==> src/logic/clock_freeze_defines.vh <==
`ifndef CLOCK_FREEZE_DEFINES_VH
`define CLOCK_FREEZE_DEFINES_VH

// APB register byte offsets
`define CTRL_OFFSET         8'h00
`define MASK_OFFSET         8'h04
`define STATUS_OFFSET       8'h08

// Control register fields
`define CTRL_BUS_DIV_LSB    0
`define CTRL_BUS_DIV_MSB    1
`define CTRL_PERI_DIV_LSB   2
`define CTRL_PERI_DIV_MSB   3
`define CTRL_RESET          4'h0
`define DIV_RESET           2'h0

// Status register fields
`define STATUS_RUN_LSB      0
`define STATUS_RUN_MSB      14
`define STATUS_BUSY_BIT     16

// Freeze mask and outputs
`define MASK_BITS           13
`define NUM_OUTPUTS         15
`define MASK_RESET          13'h1FFF
`define WANT_RESET          15'h7FFF
`define MASK_LAST_INDEX     4'hC

// Output index map
`define IDX_DOUBLE          0
`define IDX_PROC_QUAL       1
`define IDX_BUS_QUAL        2
`define IDX_BUS_FIRST       13
`define IDX_PERI_FIRST      14

// Processor clock period in pclk cycles
`define PROC_PERIOD_CYCLES  3'h4

`endif

==> src/logic/clock_gate_cell.v <==
module clock_gate_cell
(
   input  wire pclk,
   input  wire presetn,
   input  wire raw_clk,
   input  wire want_run,
   output reg  gated_clk,
   output reg  running
);

   // Enable changes only while the raw clock is low, so high phases stay whole
   always @(posedge pclk or negedge presetn)
   begin
      if (!presetn)
      begin
         running   <= 1'b1;
         gated_clk <= 1'b0;
      end
      else
      begin
         if (!raw_clk)
         begin
            running <= want_run;
         end
         gated_clk <= raw_clk & running;
      end
   end

endmodule // clock_gate_cell

==> src/logic/clock_output_freeze_control.v <==
`include "clock_freeze_defines.vh"

//Contract
// - Thirteen-bit serial mask, one bit per output.
// - First bus and peripheral clocks never masked.
// - Mask bit 0 freezes, 1 unfreezes.
// - Frozen output stays low.
// - Strobe with low level freezes all fifteen.
// - Strobe with high level unfreezes all fifteen.
// - Freeze only after natural falling edge.
// - Unfreeze only during natural low phase.
// - One bit per shift clock, rising sampled.
// - Mask bits map to named outputs.
// - Unfreeze strobe restarts mask-frozen outputs.
// - Processor qualifier half double clock rate.
// - Bus qualifier ratio 1, 1/2, 1/3, 1/4.
// - Bus qualifier duty 66/33 and 75/25.
module clock_output_freeze_control
#(
   parameter MASK_WIDTH = `MASK_BITS,
   parameter OUT_COUNT  = `NUM_OUTPUTS
)
(
   input  wire        pclk,
   input  wire        presetn,
   input  wire        psel,
   input  wire        penable,
   input  wire        pwrite,
   input  wire [7:0]  paddr,
   input  wire [31:0] pwdata,
   input  wire [3:0]  pstrb,
   output reg  [31:0] prdata,
   output wire        pready,
   output wire        pslverr,
   input  wire        freeze_data,
   input  wire        freeze_shift_clock,
   input  wire        freeze_strobe_n,
   input  wire        common_freeze_level,
   output wire        processor_double_clock,
   output wire        processor_clock_qualifier,
   output wire        bus_clock_qualifier,
   output wire        first_bus_clock,
   output wire [3:0]  bus_clocks_one_to_four,
   output wire        first_peripheral_bus_clock,
   output wire [5:0]  peripheral_bus_clocks_one_to_six
);

   localparam ST_IDLE  = 1'b0;
   localparam ST_SHIFT = 1'b1;

   reg  [3:0]            ctrl_r;
   reg  [MASK_WIDTH-1:0] mask_r;
   reg  [MASK_WIDTH-1:0] shift_r;
   reg  [3:0]            bit_cnt_r;
   reg                   rx_state_r;
   reg                   shift_clk_prev_r;
   reg                   strobe_prev_r;
   reg  [OUT_COUNT-1:0]  want_r;
   reg  [1:0]            phase_r;
   reg  [1:0]            bus_cnt_r;
   reg  [1:0]            peri_cnt_r;
   reg  [1:0]            bus_div_r;
   reg  [1:0]            peri_div_r;

   wire                  shift_edge;
   wire                  strobe_fall;
   wire                  frame_done;
   wire [MASK_WIDTH-1:0] mask_nxt;
   wire [OUT_COUNT-1:0]  raw_clk;
   wire [OUT_COUNT-1:0]  gated_clk;
   wire [OUT_COUNT-1:0]  running;
   wire                  wr_en;
   wire                  rd_setup;
   wire                  addr_hit;
   wire [2:0]            bus_ratio;
   reg  [1:0]            peri_ratio;
   wire [3:0]            bus_pos;
   wire [3:0]            bus_half;
   wire [5:0]            bus_period;
   wire [5:0]            bus_half6;
   reg  [5:0]            peri_base;
   wire [5:0]            peri_half;
   wire [5:0]            peri_pos;
   wire                  double_raw;
   wire                  proc_qual_raw;
   wire                  bus_raw;
   wire                  bus_qual_raw;
   wire                  peri_raw;
   wire                  phase_wrap;
   wire                  bus_wrap;
   wire                  peri_wrap;

   // APB slave, zero wait states
   assign pready   = 1'b1;
   assign addr_hit = (paddr == `CTRL_OFFSET) || (paddr == `MASK_OFFSET) ||
                     (paddr == `STATUS_OFFSET);
   assign pslverr  = psel & penable & ~addr_hit;
   assign wr_en    = psel & penable & pwrite & addr_hit;
   assign rd_setup = psel & ~penable & ~pwrite;

   always @(posedge pclk or negedge presetn)
   begin
      if (!presetn)
      begin
         ctrl_r <= `CTRL_RESET;
      end
      else if (wr_en && (paddr == `CTRL_OFFSET) && pstrb[0])
      begin
         ctrl_r <= pwdata[`CTRL_PERI_DIV_MSB:`CTRL_BUS_DIV_LSB];
      end
   end

   // Read data captured in setup so it is a flop output in the access phase
   always @(posedge pclk or negedge presetn)
   begin
      if (!presetn)
      begin
         prdata <= 32'h0000_0000;
      end
      else if (rd_setup)
      begin
         case (paddr)
            `CTRL_OFFSET:
            begin
               prdata <= {28'h000_0000, ctrl_r};
            end
            `MASK_OFFSET:
            begin
               prdata <= {19'h0_0000, mask_r};
            end
            `STATUS_OFFSET:
            begin
               prdata <= {15'h0000, rx_state_r, 1'b0, running};
            end
            default:
            begin
               prdata <= 32'h0000_0000;
            end
         endcase
      end
   end

   // Serial mask receiver; shift clock is sampled, not used as a clock
   assign shift_edge = freeze_shift_clock & ~shift_clk_prev_r;
   assign strobe_fall = strobe_prev_r & ~freeze_strobe_n;
   assign mask_nxt   = {freeze_data, shift_r[MASK_WIDTH-1:1]};
   assign frame_done = shift_edge && (rx_state_r == ST_SHIFT) &&
                       (bit_cnt_r == `MASK_LAST_INDEX);

   always @(posedge pclk or negedge presetn)
   begin
      if (!presetn)
      begin
         shift_clk_prev_r <= 1'b0;
         strobe_prev_r    <= 1'b1;
      end
      else
      begin
         shift_clk_prev_r <= freeze_shift_clock;
         strobe_prev_r    <= freeze_strobe_n;
      end
   end

   always @(posedge pclk or negedge presetn)
   begin
      if (!presetn)
      begin
         rx_state_r <= ST_IDLE;
         bit_cnt_r  <= 4'h0;
         shift_r    <= `MASK_RESET;
         mask_r     <= `MASK_RESET;
      end
      else if (shift_edge)
      begin
         case (rx_state_r)
            ST_IDLE:
            begin
               // Idle line is high; a low sample is the start bit
               if (!freeze_data)
               begin
                  rx_state_r <= ST_SHIFT;
                  bit_cnt_r  <= 4'h0;
               end
            end
            ST_SHIFT:
            begin
               // First bit received lands in bit 0
               shift_r   <= mask_nxt;
               bit_cnt_r <= bit_cnt_r + 4'h1;
               if (frame_done)
               begin
                  mask_r     <= mask_nxt;
                  rx_state_r <= ST_IDLE;
               end
            end
            default:
            begin
               rx_state_r <= ST_IDLE;
            end
         endcase
      end
   end

   // Per-output run request; strobe overrides a mask landing in the same cycle
   always @(posedge pclk or negedge presetn)
   begin
      if (!presetn)
      begin
         want_r <= `WANT_RESET;
      end
      else if (strobe_fall)
      begin
         want_r <= {OUT_COUNT{common_freeze_level}};
      end
      else if (frame_done)
      begin
         // Top two outputs are outside the mask reach
         want_r[MASK_WIDTH-1:0] <= mask_nxt;
      end
   end

   // Clock phase generation; dividers switch only at a common wrap
   assign bus_ratio  = {1'b0, bus_div_r} + 3'h1;

   // Divider code 3 follows the processor qualifier; its default ratio of 1 only times the wrap
   always @*
   begin
      case (peri_div_r)
         2'h1:
         begin
            peri_ratio = 2'h2;
         end
         2'h2:
         begin
            peri_ratio = 2'h3;
         end
         default:
         begin
            peri_ratio = 2'h1;
         end
      endcase
   end

   assign phase_wrap = (phase_r == 2'h3);
   assign bus_wrap   = phase_wrap && (bus_cnt_r == bus_div_r);
   assign peri_wrap  = bus_wrap && (peri_cnt_r == (peri_ratio - 2'h1));

   always @(posedge pclk or negedge presetn)
   begin
      if (!presetn)
      begin
         phase_r    <= 2'h0;
         bus_cnt_r  <= 2'h0;
         peri_cnt_r <= 2'h0;
         bus_div_r  <= `DIV_RESET;
         peri_div_r <= `DIV_RESET;
      end
      else
      begin
         phase_r <= phase_r + 2'h1;
         if (bus_wrap)
         begin
            bus_cnt_r <= 2'h0;
         end
         else if (phase_wrap)
         begin
            bus_cnt_r <= bus_cnt_r + 2'h1;
         end
         if (peri_wrap)
         begin
            peri_cnt_r <= 2'h0;
            // Switching mid-period would give odd-length pulses
            bus_div_r  <= ctrl_r[`CTRL_BUS_DIV_MSB:`CTRL_BUS_DIV_LSB];
            peri_div_r <= ctrl_r[`CTRL_PERI_DIV_MSB:`CTRL_PERI_DIV_LSB];
         end
         else if (bus_wrap)
         begin
            peri_cnt_r <= peri_cnt_r + 2'h1;
         end
      end
   end

   assign double_raw    = ~phase_r[0];
   assign proc_qual_raw = ~phase_r[1];
   assign bus_pos       = {bus_cnt_r, phase_r};
   assign bus_half      = {bus_ratio, 1'b0};
   assign bus_raw       = (bus_pos < bus_half);
   assign bus_qual_raw  = bus_div_r[1] ? (bus_cnt_r < bus_div_r) : bus_raw;

   assign bus_period = {1'b0, bus_ratio, 2'b00};
   assign bus_half6  = {2'b00, bus_half};

   // Offset of the current bus period inside the peripheral period
   always @*
   begin
      case (peri_cnt_r)
         2'h0:
         begin
            peri_base = 6'h00;
         end
         2'h1:
         begin
            peri_base = bus_period;
         end
         default:
         begin
            peri_base = {bus_period[4:0], 1'b0};
         end
      endcase
   end

   assign peri_half  = (peri_ratio == 2'h1) ? bus_half6 :
                       (peri_ratio == 2'h2) ? {bus_half6[4:0], 1'b0} :
                       bus_half6 + {bus_half6[4:0], 1'b0};
   assign peri_pos   = peri_base + {2'b00, bus_pos};
   assign peri_raw   = (peri_div_r == 2'h3) ? proc_qual_raw : (peri_pos < peri_half);

   // Output index order matches mask bit order
   assign raw_clk[`IDX_DOUBLE]     = double_raw;
   assign raw_clk[`IDX_PROC_QUAL]  = proc_qual_raw;
   assign raw_clk[`IDX_BUS_QUAL]   = bus_qual_raw;
   assign raw_clk[6:3]             = {4{bus_raw}};
   assign raw_clk[12:7]            = {6{peri_raw}};
   assign raw_clk[`IDX_BUS_FIRST]  = bus_raw;
   assign raw_clk[`IDX_PERI_FIRST] = peri_raw;

   genvar gi;
   generate
      for (gi = 0; gi < OUT_COUNT; gi = gi + 1)
      begin : g_gate
         clock_gate_cell u_gate
         (
            .pclk      (pclk),
            .presetn   (presetn),
            .raw_clk   (raw_clk[gi]),
            .want_run  (want_r[gi]),
            .gated_clk (gated_clk[gi]),
            .running   (running[gi])
         );
      end
   endgenerate

   assign processor_double_clock           = gated_clk[`IDX_DOUBLE];
   assign processor_clock_qualifier        = gated_clk[`IDX_PROC_QUAL];
   assign bus_clock_qualifier              = gated_clk[`IDX_BUS_QUAL];
   assign bus_clocks_one_to_four           = gated_clk[6:3];
   assign peripheral_bus_clocks_one_to_six = gated_clk[12:7];
   assign first_bus_clock                  = gated_clk[`IDX_BUS_FIRST];
   assign first_peripheral_bus_clock       = gated_clk[`IDX_PERI_FIRST];

endmodule // clock_output_freeze_control

==> config.mk <==
export PLATFORM = sky130hd
export DESIGN_NAME = clock_output_freeze_control
export DESIGN_NICKNAME = d
export VERILOG_FILES = /design/src/logic/clock_gate_cell.v /design/src/logic/clock_output_freeze_control.v
export VERILOG_INCLUDE_DIRS = /design/src /design/src/logic
export SDC_FILE = /design/constraint.sdc
export NUM_CORES = 1
export LEC_CHECK = 0
export ABC_AREA = 1
export BUFFER_PORTS_ARGS = -buffer_cell sky130_fd_sc_hd__buf_4
export CORE_MARGIN = 2
export CORE_UTILIZATION = 50
export DETAILED_ROUTE_END_ITERATION = 12
export PLACE_DENSITY = 0.79
export SYNTH_ARGS = -nofsm -noshare
export SYNTH_HDL_FRONTEND = slang
export SYNTH_SLANG_ARGS = --single-unit
==> constraint.sdc <==
create_clock -name pclk -period 2.81 [get_ports pclk]
set_clock_uncertainty 0.1 [all_clocks]
set_input_delay 0.562 -clock pclk [delete_from_list [all_inputs] [get_ports pclk]]
set_output_delay 0.562 -clock pclk [all_outputs]
set_load 0.005 [all_outputs]
==> results of run 1 <==
cells by family after synthesis:
logic type / share of synthesized area, %
AND/OR/NAND/NOR: 21.0
buffers and inverters: 11.0
flip-flops: 52.1
AO/OA/AOI/OAI: 8.88
adder cells (fa/ha/maj): 5.89
XOR/XNOR: 1.01
other: 0.144
critical path, delay by kind of cell (launching register included):
family | cells | cell delay, ns
adder cells (fa/ha/maj) | 3 | 0.84
AND/OR/NAND/NOR | 7 | 0.61
buffers and inverters | 4 | 0.45
flip-flops | 1 | 0.42
XOR/XNOR | 1 | 0.19
AO/OA/AOI/OAI | 1 | 0.08
power groups by stage:
stage	sequential, W	combinational [W]	clock, W
4_1_cts	0.00236	0.00209	0.000907
5_1_grt	0.00244	0.00273	0.000964
2_1_floorplan	0.00231	0.00146	0
3_5_place_dp	0.00238	0.00200	0
6_report	0.00239	0.00243	0.000887
3_3_place_gp	0.00236	0.00185	0
what timing repair did:
| item | in CTS | in global routing |
|---|---|---|
| pin swaps | 2 | 15 |
| setup buffers | 0 | 7 |
| resized for setup | 4 | 29 |
| endpoints found under the setup margin | 14 | 14 |
placed cells by master, fill, tap and decap left out, types with 2 or more instances in the layout:
cell          n
a21oi_1      10
a31oi_1      13
buf_4        67
clkbuf_8      9
clkinvlp_4    2
conb_1       17
dfrtp_1      50
dfstp_2      55
ha_1         20
ha_4          3
inv_1        54
inv_2         9
nand2_1     167
nand2_2       9
nand2_4       2
nand3_1      38
nand3_2       4
nor2_1       26
nor2_2        3
nor2_4        2
o21ai_0      54
o22ai_1       2
o31ai_1       2
xnor2_1       5
routing by layer:
| layer | vias to the layer above | GRT usage (%) | part of all wire (%) |
|---|---|---|---|
| met5 | - | 0 | 0 |
| met4 | 0 | 6.86 | 1.8 |
| met3 | 20 | 3.56 | 5.1 |
| met2 | 135 | 31.6 | 48 |
| met1 | 1899 | 26.7 | 45 |
| li1 | 1942 | - | - |
state kept, by name (all words and copies together) (netlist names), 4 cells and up:
| name | cells |
|---|---|
| bit_cnt_r | 4 |
| mask_r | 13 |
| shift_r | 12 |
| want_r | 14 |
| g_gate.u_gate.gated_clk | 15 |
| g_gate.u_gate.running | 15 |
| prdata | 16 |
| ctrl_r | 4 |
final timing paths:
path / from / end / slack, ns / depth (start not counted)
worst max register to register: peri_cnt_r[1] / g_gate[12].u_gate.running / 0.06 / 16
worst max-delay path: peri_cnt_r[1] / g_gate[12].u_gate.running / 0.06 / 16
worst min register to register: want_r[10] / want_r[10] / 0.37 / 2
min in group pclk: freeze_strobe_n / strobe_prev_r / 0.19 / 1
worst min-delay path: presetn / prdata[11] / 0.07 / 1
max in group asynchronous: presetn / g_gate[0].u_gate.running / 1.82 / 2
area by class of cell:
type                       count  area, µm²
inverter                      64        243
multi-input combinational    390       2110
timing repair buffer          69        534
fill                         833       4260
tap                          136        170
sequential                   106       2720
clock inverter                 7       65.1
clock buffer                   9        124
per-stage QoR:
step	hold slack (ns)	utilization, %	worst slack [ns]
finish	0.0713	58.3	0.0642
global route	0.0974	58.3	-0.0816
CTS	0.0813	56.8	0.0400
detailed placement	0.358	54.7	-0.0922
global placement	0.356	54.7	0.0460
floorplan	0.166	-	0.0262
==> flow_summary_export.csv, run 1 <==
group,metric,value,unit
outcome,outcome,"complete, no violations",
synth,ys_types,34,
clocking,clockRootBuffer,"clkbuf_8",
power_and_ir_drop,power,0.00570,W
synth,synthTopCellsByArea,"dfstp_2 (28%), dfrtp_1 (24%), nand2_1 (13%), ha_1 (5.5%), o21ai_0 (5.2%)",
detailed_routing,vias_per_cell,5.12,
synth,ys_seq_area_share,52.1,%
global_route,grt_usage,19.6,%
floorplan,pin_count,102,
critical_path,slowest_stage,"dfrtp_1",
critical_path,crit_path_frequent_cell,"nand2_1",
power_and_ir_drop,p_sw_share,40.3,%
power_and_ir_drop,netSwitchingPower,0.00229,W
clocking,numCtsBuffers,9,
power_and_ir_drop,clkPwrFrac,15.6,%
synth,synthCells,590,
detailed_routing,vias,3996,
floorplan,die-area,0.0113,mm²
power_and_ir_drop,intPower,0.00340,W
sta,period_share,97.7,%
sta,drv_slew,0,
power_and_ir_drop,seq_power_share,41.9,%
floorplan,start_util,51.1,%
synth,synth_flop_cell,"dfstp_2",
global_route,grt_pass1_wl,17900,µm
synth,yosys.area.top_type_share,27.6,%
hold_path,hold_class,"primary input to asynchronous set/reset pin",
global_route,antenna_found_initial,0,
cells_and_area,fin_area,0.00597,mm²
clocking,cts.sinks,106,
global_route,grt_pass1_vias,3871,
clocking,path_clk_slew,0.10,ns
cells_and_area,n_antenna_cell,0,
sta,tightest_slew,0.619,ns
sta,setup-violations-final,0,
power_and_ir_drop,p_leak,3.07,nW
place,place_area,0.00560,mm²
place,dp.cells,758,
clocking,htreeDepth,3,
power_and_ir_drop,combPwrFrac,42.6,%
critical_path,cp-end-kind,"flop",
sta,clock.fmax,364,MHz
cells_and_area,nets,717,
critical_path,required,3.03,ns
power_and_ir_drop,power_density,955,mW/mm²
sta,slew_headroom,58.7,%
critical_path,critPathArrivalTime,2.96,ns
synth,yosys.cell_count.top_type,"nand2_1",
clocking,clockBufferDepth,2,
sta,finalHoldViolCount,0,
synth,synth_edf_count,0,
synth,ys_async_sr_fraction,100,%
critical_path,worstSetupPathType,"flop to flop",
global_route,grt_max_degree,47,
detailed_routing,wl,10600,µm
floorplan,core_area,0.0102,mm²
place,dpl.hpwl,7540,µm
critical_path,critPathLaunchType,"flop",
synth,synth_area_per_cell,8.86,µm²
cells_and_area,final_layout_size_suffix_gt1_share,27.9,%
detailed_routing,ant_nets,0,
place,gp_congestion,0.861,
detailed_routing,drc_errors,0,
synth,synth.cell_area,0.00523,mm²
synth,yosysTopAreaCell,"dfstp_2",
floorplan,chipHeight,106,µm
detailed_routing,first_pass_iters,4,
sta,post-route-min-period,2.75,ns
cells_and_area,final_cells,781,
synth,synth_common_cells,"nand2_1 (175), inv_1 (61), dfstp_2 (55), o21ai_0 (54), dfrtp_1 (51)",
floorplan,die_w,106,µm
critical_path,path_cells,"inv_2 -> ha_4 -> inv_4 -> nand2_4 -> o22ai_4 -> buf_4 -> fa_2 -> xor2_1 -> ha_1 -> nand2_1 -> nor2_1 -> nand2_1 -> nand3b_4 -> buf_6 -> nand3_1 -> nand2_1",
critical_path,cp_max_fo,7,
clocking,holdBufCountCts,0,
synth,synth_seq_cells,106,
critical_path,max_stage_delay,0.42,ns
detailed_routing,drt-wirelength-per-cell,13.6,µm
flow_run,cap_violations,0,
clocking,cts_tree,"done",
cells_and_area,synthToLayoutAreaGrowth,14.1,%
place,portBuffers,53,
floorplan,rows,37,
sta,finalSetupTns,0,ns
synth,synth_warnings,0,
power_and_ir_drop,irDropWorstVdd,432,µV
clocking,clk_latency,0.38,ns
detailed_routing,drtIter0Drc,297,
global_route,overflow,0,
No activity file was read; power rests on OpenSTA's default activity.
==> run 2, diff against run 1 <==
ABC_AREA = not set   (was 1)
PLACE_DENSITY = 0.8   (was 0.79)
==> run 2 against run 1 <==
Net effect:
- the flow now finishes with violations (setup timing)
- critical path depth fell by 4
- final area fell by 1.1%
- setup slack got worse by 0.32 ns
- count of clock-buffer cells in the layout rose by 5
- largest power group is now sequential cells
- highest routed layer unchanged
==> flow_summary_export.csv, run 2 <==
group,metric,value,unit
sta,layout_setup_ws,-0.258,ns
synth,synthCells,483,
global_route,antenna_found_initial,0,
synth,ys_seq_area_share,54.1,%
floorplan,chipHeight,104,µm
cells_and_area,n_fill_cell,749,
sta,drv_slew,0,
sta,tightest_slew,0.880,ns
cells_and_area,final_util,60.4,%
detailed_routing,drc_errors,0,
power_and_ir_drop,p_leak,2.81,nW
synth,synth_warnings,0,
critical_path,cp_max_fo,8,
synth,yosys.cell_count.top_type,"nand2_1",
floorplan,core_area,0.00977,mm²
global_route,overflow,0,
critical_path,critPathArrivalTime,3.26,ns
outcome,outcome,"complete, but fails checks",
clocking,clockRootBuffer,"clkbuf_8",
clocking,htreeDepth,3,
detailed_routing,drt-wirelength-per-cell,15.2,µm
flow_run,cap_violations,0,
clocking,clk_latency,0.37,ns
critical_path,required,3.01,ns
sta,post-route-min-period,3.07,ns
synth,synth_common_cells,"nand2_1 (126), dfstp_2 (55), dfrtp_1 (51), buf_4 (27), ha_1 (23)",
place,portBuffers,53,
synth,synth_area_per_cell,10.4,µm²
cells_and_area,largest_reg_flops,16,
critical_path,cp-end-kind,"flop",
cells_and_area,mostFrequentLayoutCell,"nand2_1",
cells_and_area,top_register,"prdata",
cells_and_area,n_antenna_cell,0,
clocking,cts.sinks,106,
detailed_routing,vias,3606,
critical_path,path_cells,"ha_4 -> o31ai_4 -> ha_1 -> a21o_1 -> a32o_2 -> ha_4 -> buf_4 -> o21a_1 -> nor3_1 -> a221o_2 -> buf_12 -> mux2_4",
floorplan,pin_count,102,
critical_path,reg2reg_slack,-0.26,ns
detailed_routing,vias_per_cell,5.28,
place,dp.cells,663,
global_route,grt_usage,20.2,%
detailed_routing,ant_nets,0,
floorplan,start_util,51.4,%
critical_path,r2r_end,"g_gate[9].u_gate.running",
floorplan,rows,36,
critical_path,slowest_stage,"dfrtp_1",
cells_and_area,nets,622,
floorplan,die_w,104,µm
sta,rsz0062_at_grt,"true",
floorplan,die-area,0.0109,mm²
global_route,grt_pass1_wl,17600,µm
synth,synthTopCellsByArea,"dfstp_2 (29%), dfrtp_1 (25%), nand2_1 (9.4%), ha_1 (5.7%), buf_4 (4.0%)",
power_and_ir_drop,irDropWorstVdd,313,µV
sta,hold_slack,0.153,ns
sta,finalHoldViolCount,0,
sta,period_share,109,%
critical_path,r2r-start,"peri_cnt_r[0]",
synth,synth_flop_cell,"dfstp_2",
clocking,numCtsBuffers,9,
detailed_routing,wl,10400,µm
cells_and_area,final_layout_size_suffix_gt1_share,34.7,%
critical_path,critPathLaunchType,"flop",
clocking,clockBufferDepth,2,
sta,slew_headroom,41.1,%
global_route,grt_pass1_vias,3569,
place,gp_congestion,0.841,
detailed_routing,drtIter0Drc,274,
cells_and_area,final_cell_mix,"nand2_1 (125), buf_4 (77), dfstp_2 (55)",
clocking,cts_tree,"done",
cells_and_area,synthToLayoutAreaGrowth,17.4,%
synth,ys_types,48,
critical_path,worstSetupPathType,"flop to flop",
sta,setup-violations-final,14,
sta,finalSetupTns,-3.41,ns
hold_path,hold_class,"primary input to asynchronous set/reset pin",
cells_and_area,reg_top3,"prdata x16, g_gate.u_gate.gated_clk x15, g_gate.u_gate.running x15",
critical_path,worst-r2r-cell-count,12,
cells_and_area,final_cells,683,
outcome,violations,"setup timing",
synth,yosys.area.top_type_share,28.8,%
detailed_routing,first_pass_iters,5,
sta,clock.fmax,326,MHz
power_and_ir_drop,power_density,767,mW/mm²
clocking,path_clk_slew,0.10,ns
synth,synth_edf_count,0,
power_and_ir_drop,power,0.00452,W
synth,synth_seq_cells,106,
synth,synth.cell_area,0.00503,mm²
place,dpl.hpwl,7440,µm
synth,ys_async_sr_fraction,100,%
global_route,grt_max_degree,59,
critical_path,max_stage_delay,0.43,ns
critical_path,crit_path_frequent_cell,"ha_4",
synth,yosysTopAreaCell,"dfstp_2",
[run 2: cell families (layout without fill, tap and decap cells)]
group / after synthesis / count (layout) / synth area share, %
DFF: 106 / 106 / 54.1
other: 2 / 17 / 0.149
buffers and inverters: 59 / 111 / 6.82
and+or+nand+nor: 188 / 188 / 16.6
adders and majority gates: 24 / 24 / 6.12
AOI/OAI and AO/OA: 73 / 73 / 9.51
xor gates and xnor gates: 7 / 7 / 1.22
muxes: 24 / 24 / 5.45
[run 2: routing by layer]
metal  vias up  track usage [%]  part of all wire (%)
met2       113             33.8                    49
met3        17             4.14                   4.5
li1       1690                -                     -
met5         -                0                     0
met4         0             7.05                   1.9
met1      1786             26.2                    44
[run 2: final cells by class]
class                   instances  area [µm²]  share of cell area [%]
well taps                     133         166                    2.82
inverters                      15        56.3                   0.954
clock inverters                 2        16.3                   0.276
repair buffers                 80         629                    10.7
clock buffers                  14         185                    3.14
flip-flops and latches        106        2720                    46.1
multi-input cells             333        2120                    36.0
[run 2: what timing repair did]
item                                    in CTS  in global routing
endpoints found under the setup margin      14                 14
resized for setup                           15                  4
pin swaps                                    6                  5
hold buffers                                 0                  0
buffers inserted                             3                  1
[run 2: how the worst max path moves through the flow]
stage / from / end / slack (ns) / depth (start not counted)
after floorplan: bus_div_r[0] / g_gate[7].u_gate.running / -0.26 / 14
after global placement: peri_cnt_r[0] / g_gate[11].u_gate.running / -0.23 / 10
after detailed placement: peri_cnt_r[0] / g_gate[12].u_gate.running / -0.30 / 10
after CTS: peri_cnt_r[0] / g_gate[9].u_gate.running / -0.33 / 11
after global routing: peri_cnt_r[1] / g_gate[14].u_gate.running / -0.34 / 13
final: peri_cnt_r[0] / g_gate[9].u_gate.running / -0.26 / 12
[run 2: where the power goes]
group | internal (W) | leakage [nW] | total, W | switching [W]
Combinational | 0.000638 | 1.49 | 0.00115 | 0.000514
Sequential | 0.00216 | 1.23 | 0.00244 | 0.000282
Clock | 0.000435 | 0.0976 | 0.000931 | 0.000496
Total | 0.00323 | 2.81 | 0.00452 | 0.00129
[run 2: critical path, delay by kind of cell, from the launching register on]
| family | cells | cell delay, ns |
|---|---|---|
| and+or+nand+nor | 1 | 0.04 |
| AOI/OAI and AO/OA | 5 | 1.12 |
| buffers and inverters | 2 | 0.26 |
| muxes | 1 | 0.30 |
| adders and majority gates | 3 | 0.75 |
| DFF | 1 | 0.43 |
[run 2: per-stage QoR]
stage	instance area [µm²]	worst slack, ns
2_1_floorplan	5110	-0.255
3_3_place_gp	5580	-0.232
3_5_place_dp	5580	-0.298
4_1_cts	5860	-0.328
5_1_grt	5900	-0.335
6_report	5900	-0.258
==> run 3, diff against run 2 <==
ABC_AREA = 1   (was not set)
CORE_MARGIN = not set   (was 2)
PLACE_DENSITY = 0.79   (was 0.8)
==> run 3 against run 2 <==
Net effect:
- the run now ends clean
- final area hardly changed
- fmax is 13% higher
- final cell count is 13% higher
- routed wire length is 0.43% lower
- sequential share of layout area hardly changed
- hold slack worse by 0.14 ns
- flip-flop and latch count stayed put
- core utilization is 1.1 points lower
- global-route usage hardly changed
- critical path type unchanged
- critical endpoint is now g_gate[7].u_gate.running
- largest cell class unchanged
==> flow_summary_export.csv, run 3 (synthesis gave the netlist of run 1 again) <==
group,metric,value,unit
floorplan,chipHeight,104,µm
power_and_ir_drop,p_leak,3.06,nW
detailed_routing,ant_nets,0,
sta,post-route-min-period,2.71,ns
sta,tightest_slew,0.659,ns
clocking,path_clk_slew,0.10,ns
critical_path,cp-end-kind,"flop",
floorplan,start_util,52.5,%
cells_and_area,largest_reg_flops,16,
clocking,cts_tree,"done",
clocking,cts.sinks,106,
detailed_routing,wl,10300,µm
critical_path,required,3.02,ns
critical_path,slowest_stage,"dfrtp_1",
cells_and_area,reg_top3,"prdata x16, g_gate.u_gate.gated_clk x15, g_gate.u_gate.running x15",
place,dp.cells,753,
floorplan,die-area,0.0109,mm²
global_route,grt_pass1_wl,17800,µm
cells_and_area,n_fill_cell,827,
detailed_routing,vias,3920,
place,gp_congestion,0.890,
global_route,grt_max_degree,75,
detailed_routing,drc_errors,0,
clocking,clk_latency,0.36,ns
critical_path,critPathLaunchType,"flop",
detailed_routing,drt-wirelength-per-cell,13.4,µm
place,portBuffers,53,
sta,finalSetupTns,0,ns
critical_path,critPathArrivalTime,2.92,ns
cells_and_area,top_register,"prdata",
sta,drv_slew,0,
global_route,overflow,0,
cells_and_area,mostFrequentLayoutCell,"nand2_1",
cells_and_area,final_util,59.3,%
clocking,clockRootBuffer,"clkbuf_8",
floorplan,pin_count,102,
sta,slew_headroom,56.1,%
global_route,grt_pass1_vias,3809,
clocking,clockBufferDepth,2,
critical_path,path_cells,"inv_2 -> ha_1 -> inv_2 -> nand2_4 -> o22ai_4 -> ha_1 -> a21o_1 -> nand2_2 -> xnor2_2 -> ha_1 -> nand2_1 -> nor2_1 -> nand2_1 -> nand3b_4 -> buf_6 -> nand3_1 -> nand2_1",
detailed_routing,first_pass_iters,5,
critical_path,cp_max_fo,7,
critical_path,worstSetupPathType,"flop to flop",
place,dpl.hpwl,7240,µm
floorplan,rows,36,
critical_path,max_stage_delay,0.45,ns
sta,clock.fmax,369,MHz
outcome,outcome,"complete, no violations",
sta,hold_slack,0.0119,ns
cells_and_area,final_layout_size_suffix_gt1_share,26.1,%
sta,period_share,96.4,%
floorplan,die_w,104,µm
floorplan,core_area,0.00995,mm²
global_route,grt_usage,20.3,%
sta,setup-violations-final,0,
cells_and_area,final_cell_mix,"nand2_1 (171), buf_4 (62), inv_1 (55), dfstp_2 (55), o21ai_0 (54)",
clocking,holdBufCountCts,0,
clocking,htreeDepth,3,
detailed_routing,vias_per_cell,5.07,
cells_and_area,synthToLayoutAreaGrowth,12.9,%
hold_path,hold_class,"primary input to asynchronous set/reset pin",
power_and_ir_drop,power_density,952,mW/mm²
sta,finalHoldViolCount,0,
cells_and_area,final_cells,773,
clocking,numCtsBuffers,9,
flow_run,cap_violations,0,
global_route,antenna_found_initial,0,
cells_and_area,nets,712,
detailed_routing,drtIter0Drc,184,
power_and_ir_drop,irDropWorstVdd,379,µV
cells_and_area,n_antenna_cell,0,
run 3: cell count changes in the layout (fill, tap and decap cells not counted), moves of 8 or more:
cell,delta
a22oi_1,-11
buf_4,-15
inv_1,+44
mux2_2,-11
nand2_1,+46
nand3_1,+36
o21ai_0,+38
o31ai_1,-8
run 3: critical path: cells and delay by family (launching register included):
kind,cells,cell delay (ns)
simple gates,8,0.67
compound gates,2,0.32
buf+inv,3,0.27
xor+xnor,1,0.07
flops,1,0.45
fa+ha+maj,3,0.78
run 3: area by class of cell:
| type | count | area [µm²] | share of cell area [%] |
|---|---|---|---|
| well taps | 133 | 166 | 2.82 |
| multi-input cells | 390 | 2070 | 35.0 |
| flip-flops and latches | 106 | 2720 | 46.1 |
| inverters | 64 | 243 | 4.11 |
| clock inverters | 7 | 82.6 | 1.40 |
| repair buffers | 64 | 497 | 8.42 |
| clock buffers | 9 | 124 | 2.10 |
run 3: worst paths after layout:
check	startpoint	end	slack, ns	depth (start not counted)
worst max-delay path	peri_cnt_r[0]	g_gate[7].u_gate.running	0.10	17
worst min-delay path	presetn	prdata[7]	0.01	1
worst max register to register	peri_cnt_r[0]	g_gate[7].u_gate.running	0.10	17
worst min register to register	want_r[4]	want_r[4]	0.37	2
max in group asynchronous	presetn	want_r[0]	1.86	2
min in group pclk	freeze_strobe_n	strobe_prev_r	0.21	1
run 3: metrics by stage:
stage	area, µm²	setup WS, ns	total power [W]
CTS	5810	0.0454	0.00540
global placement	5580	0.0424	0.00421
global route	5900	-0.0317	0.00605
detailed placement	5580	-0.0629	0.00434
floorplan	5290	0.0262	0.00377
finish	5900	0.103	0.00562
run 3: layer usage:
layer | wire length, µm | global-route usage (%) | vias up
li1 | - | - | 1928
met1 | 4670 | 27.7 | 1867
met2 | 5000 | 32.3 | 107
met3 | 500 | 3.88 | 18
met4 | 163 | 7.14 | 0
met5 | 0 | 0 | -
run 3: repair_timing:
action | CTS | global route
gates resized for setup | 3 | 19
pin swaps | 2 | 8
endpoints found under the setup margin | 14 | 14
setup buffers | 1 | 3
run 3: power by group:
part / total (W) / switching, W / internal (W)
clock network: 0.000969 / 0.000539 / 0.000430
registers: 0.00238 / 0.000279 / 0.00210
logic: 0.00227 / 0.00136 / 0.000911
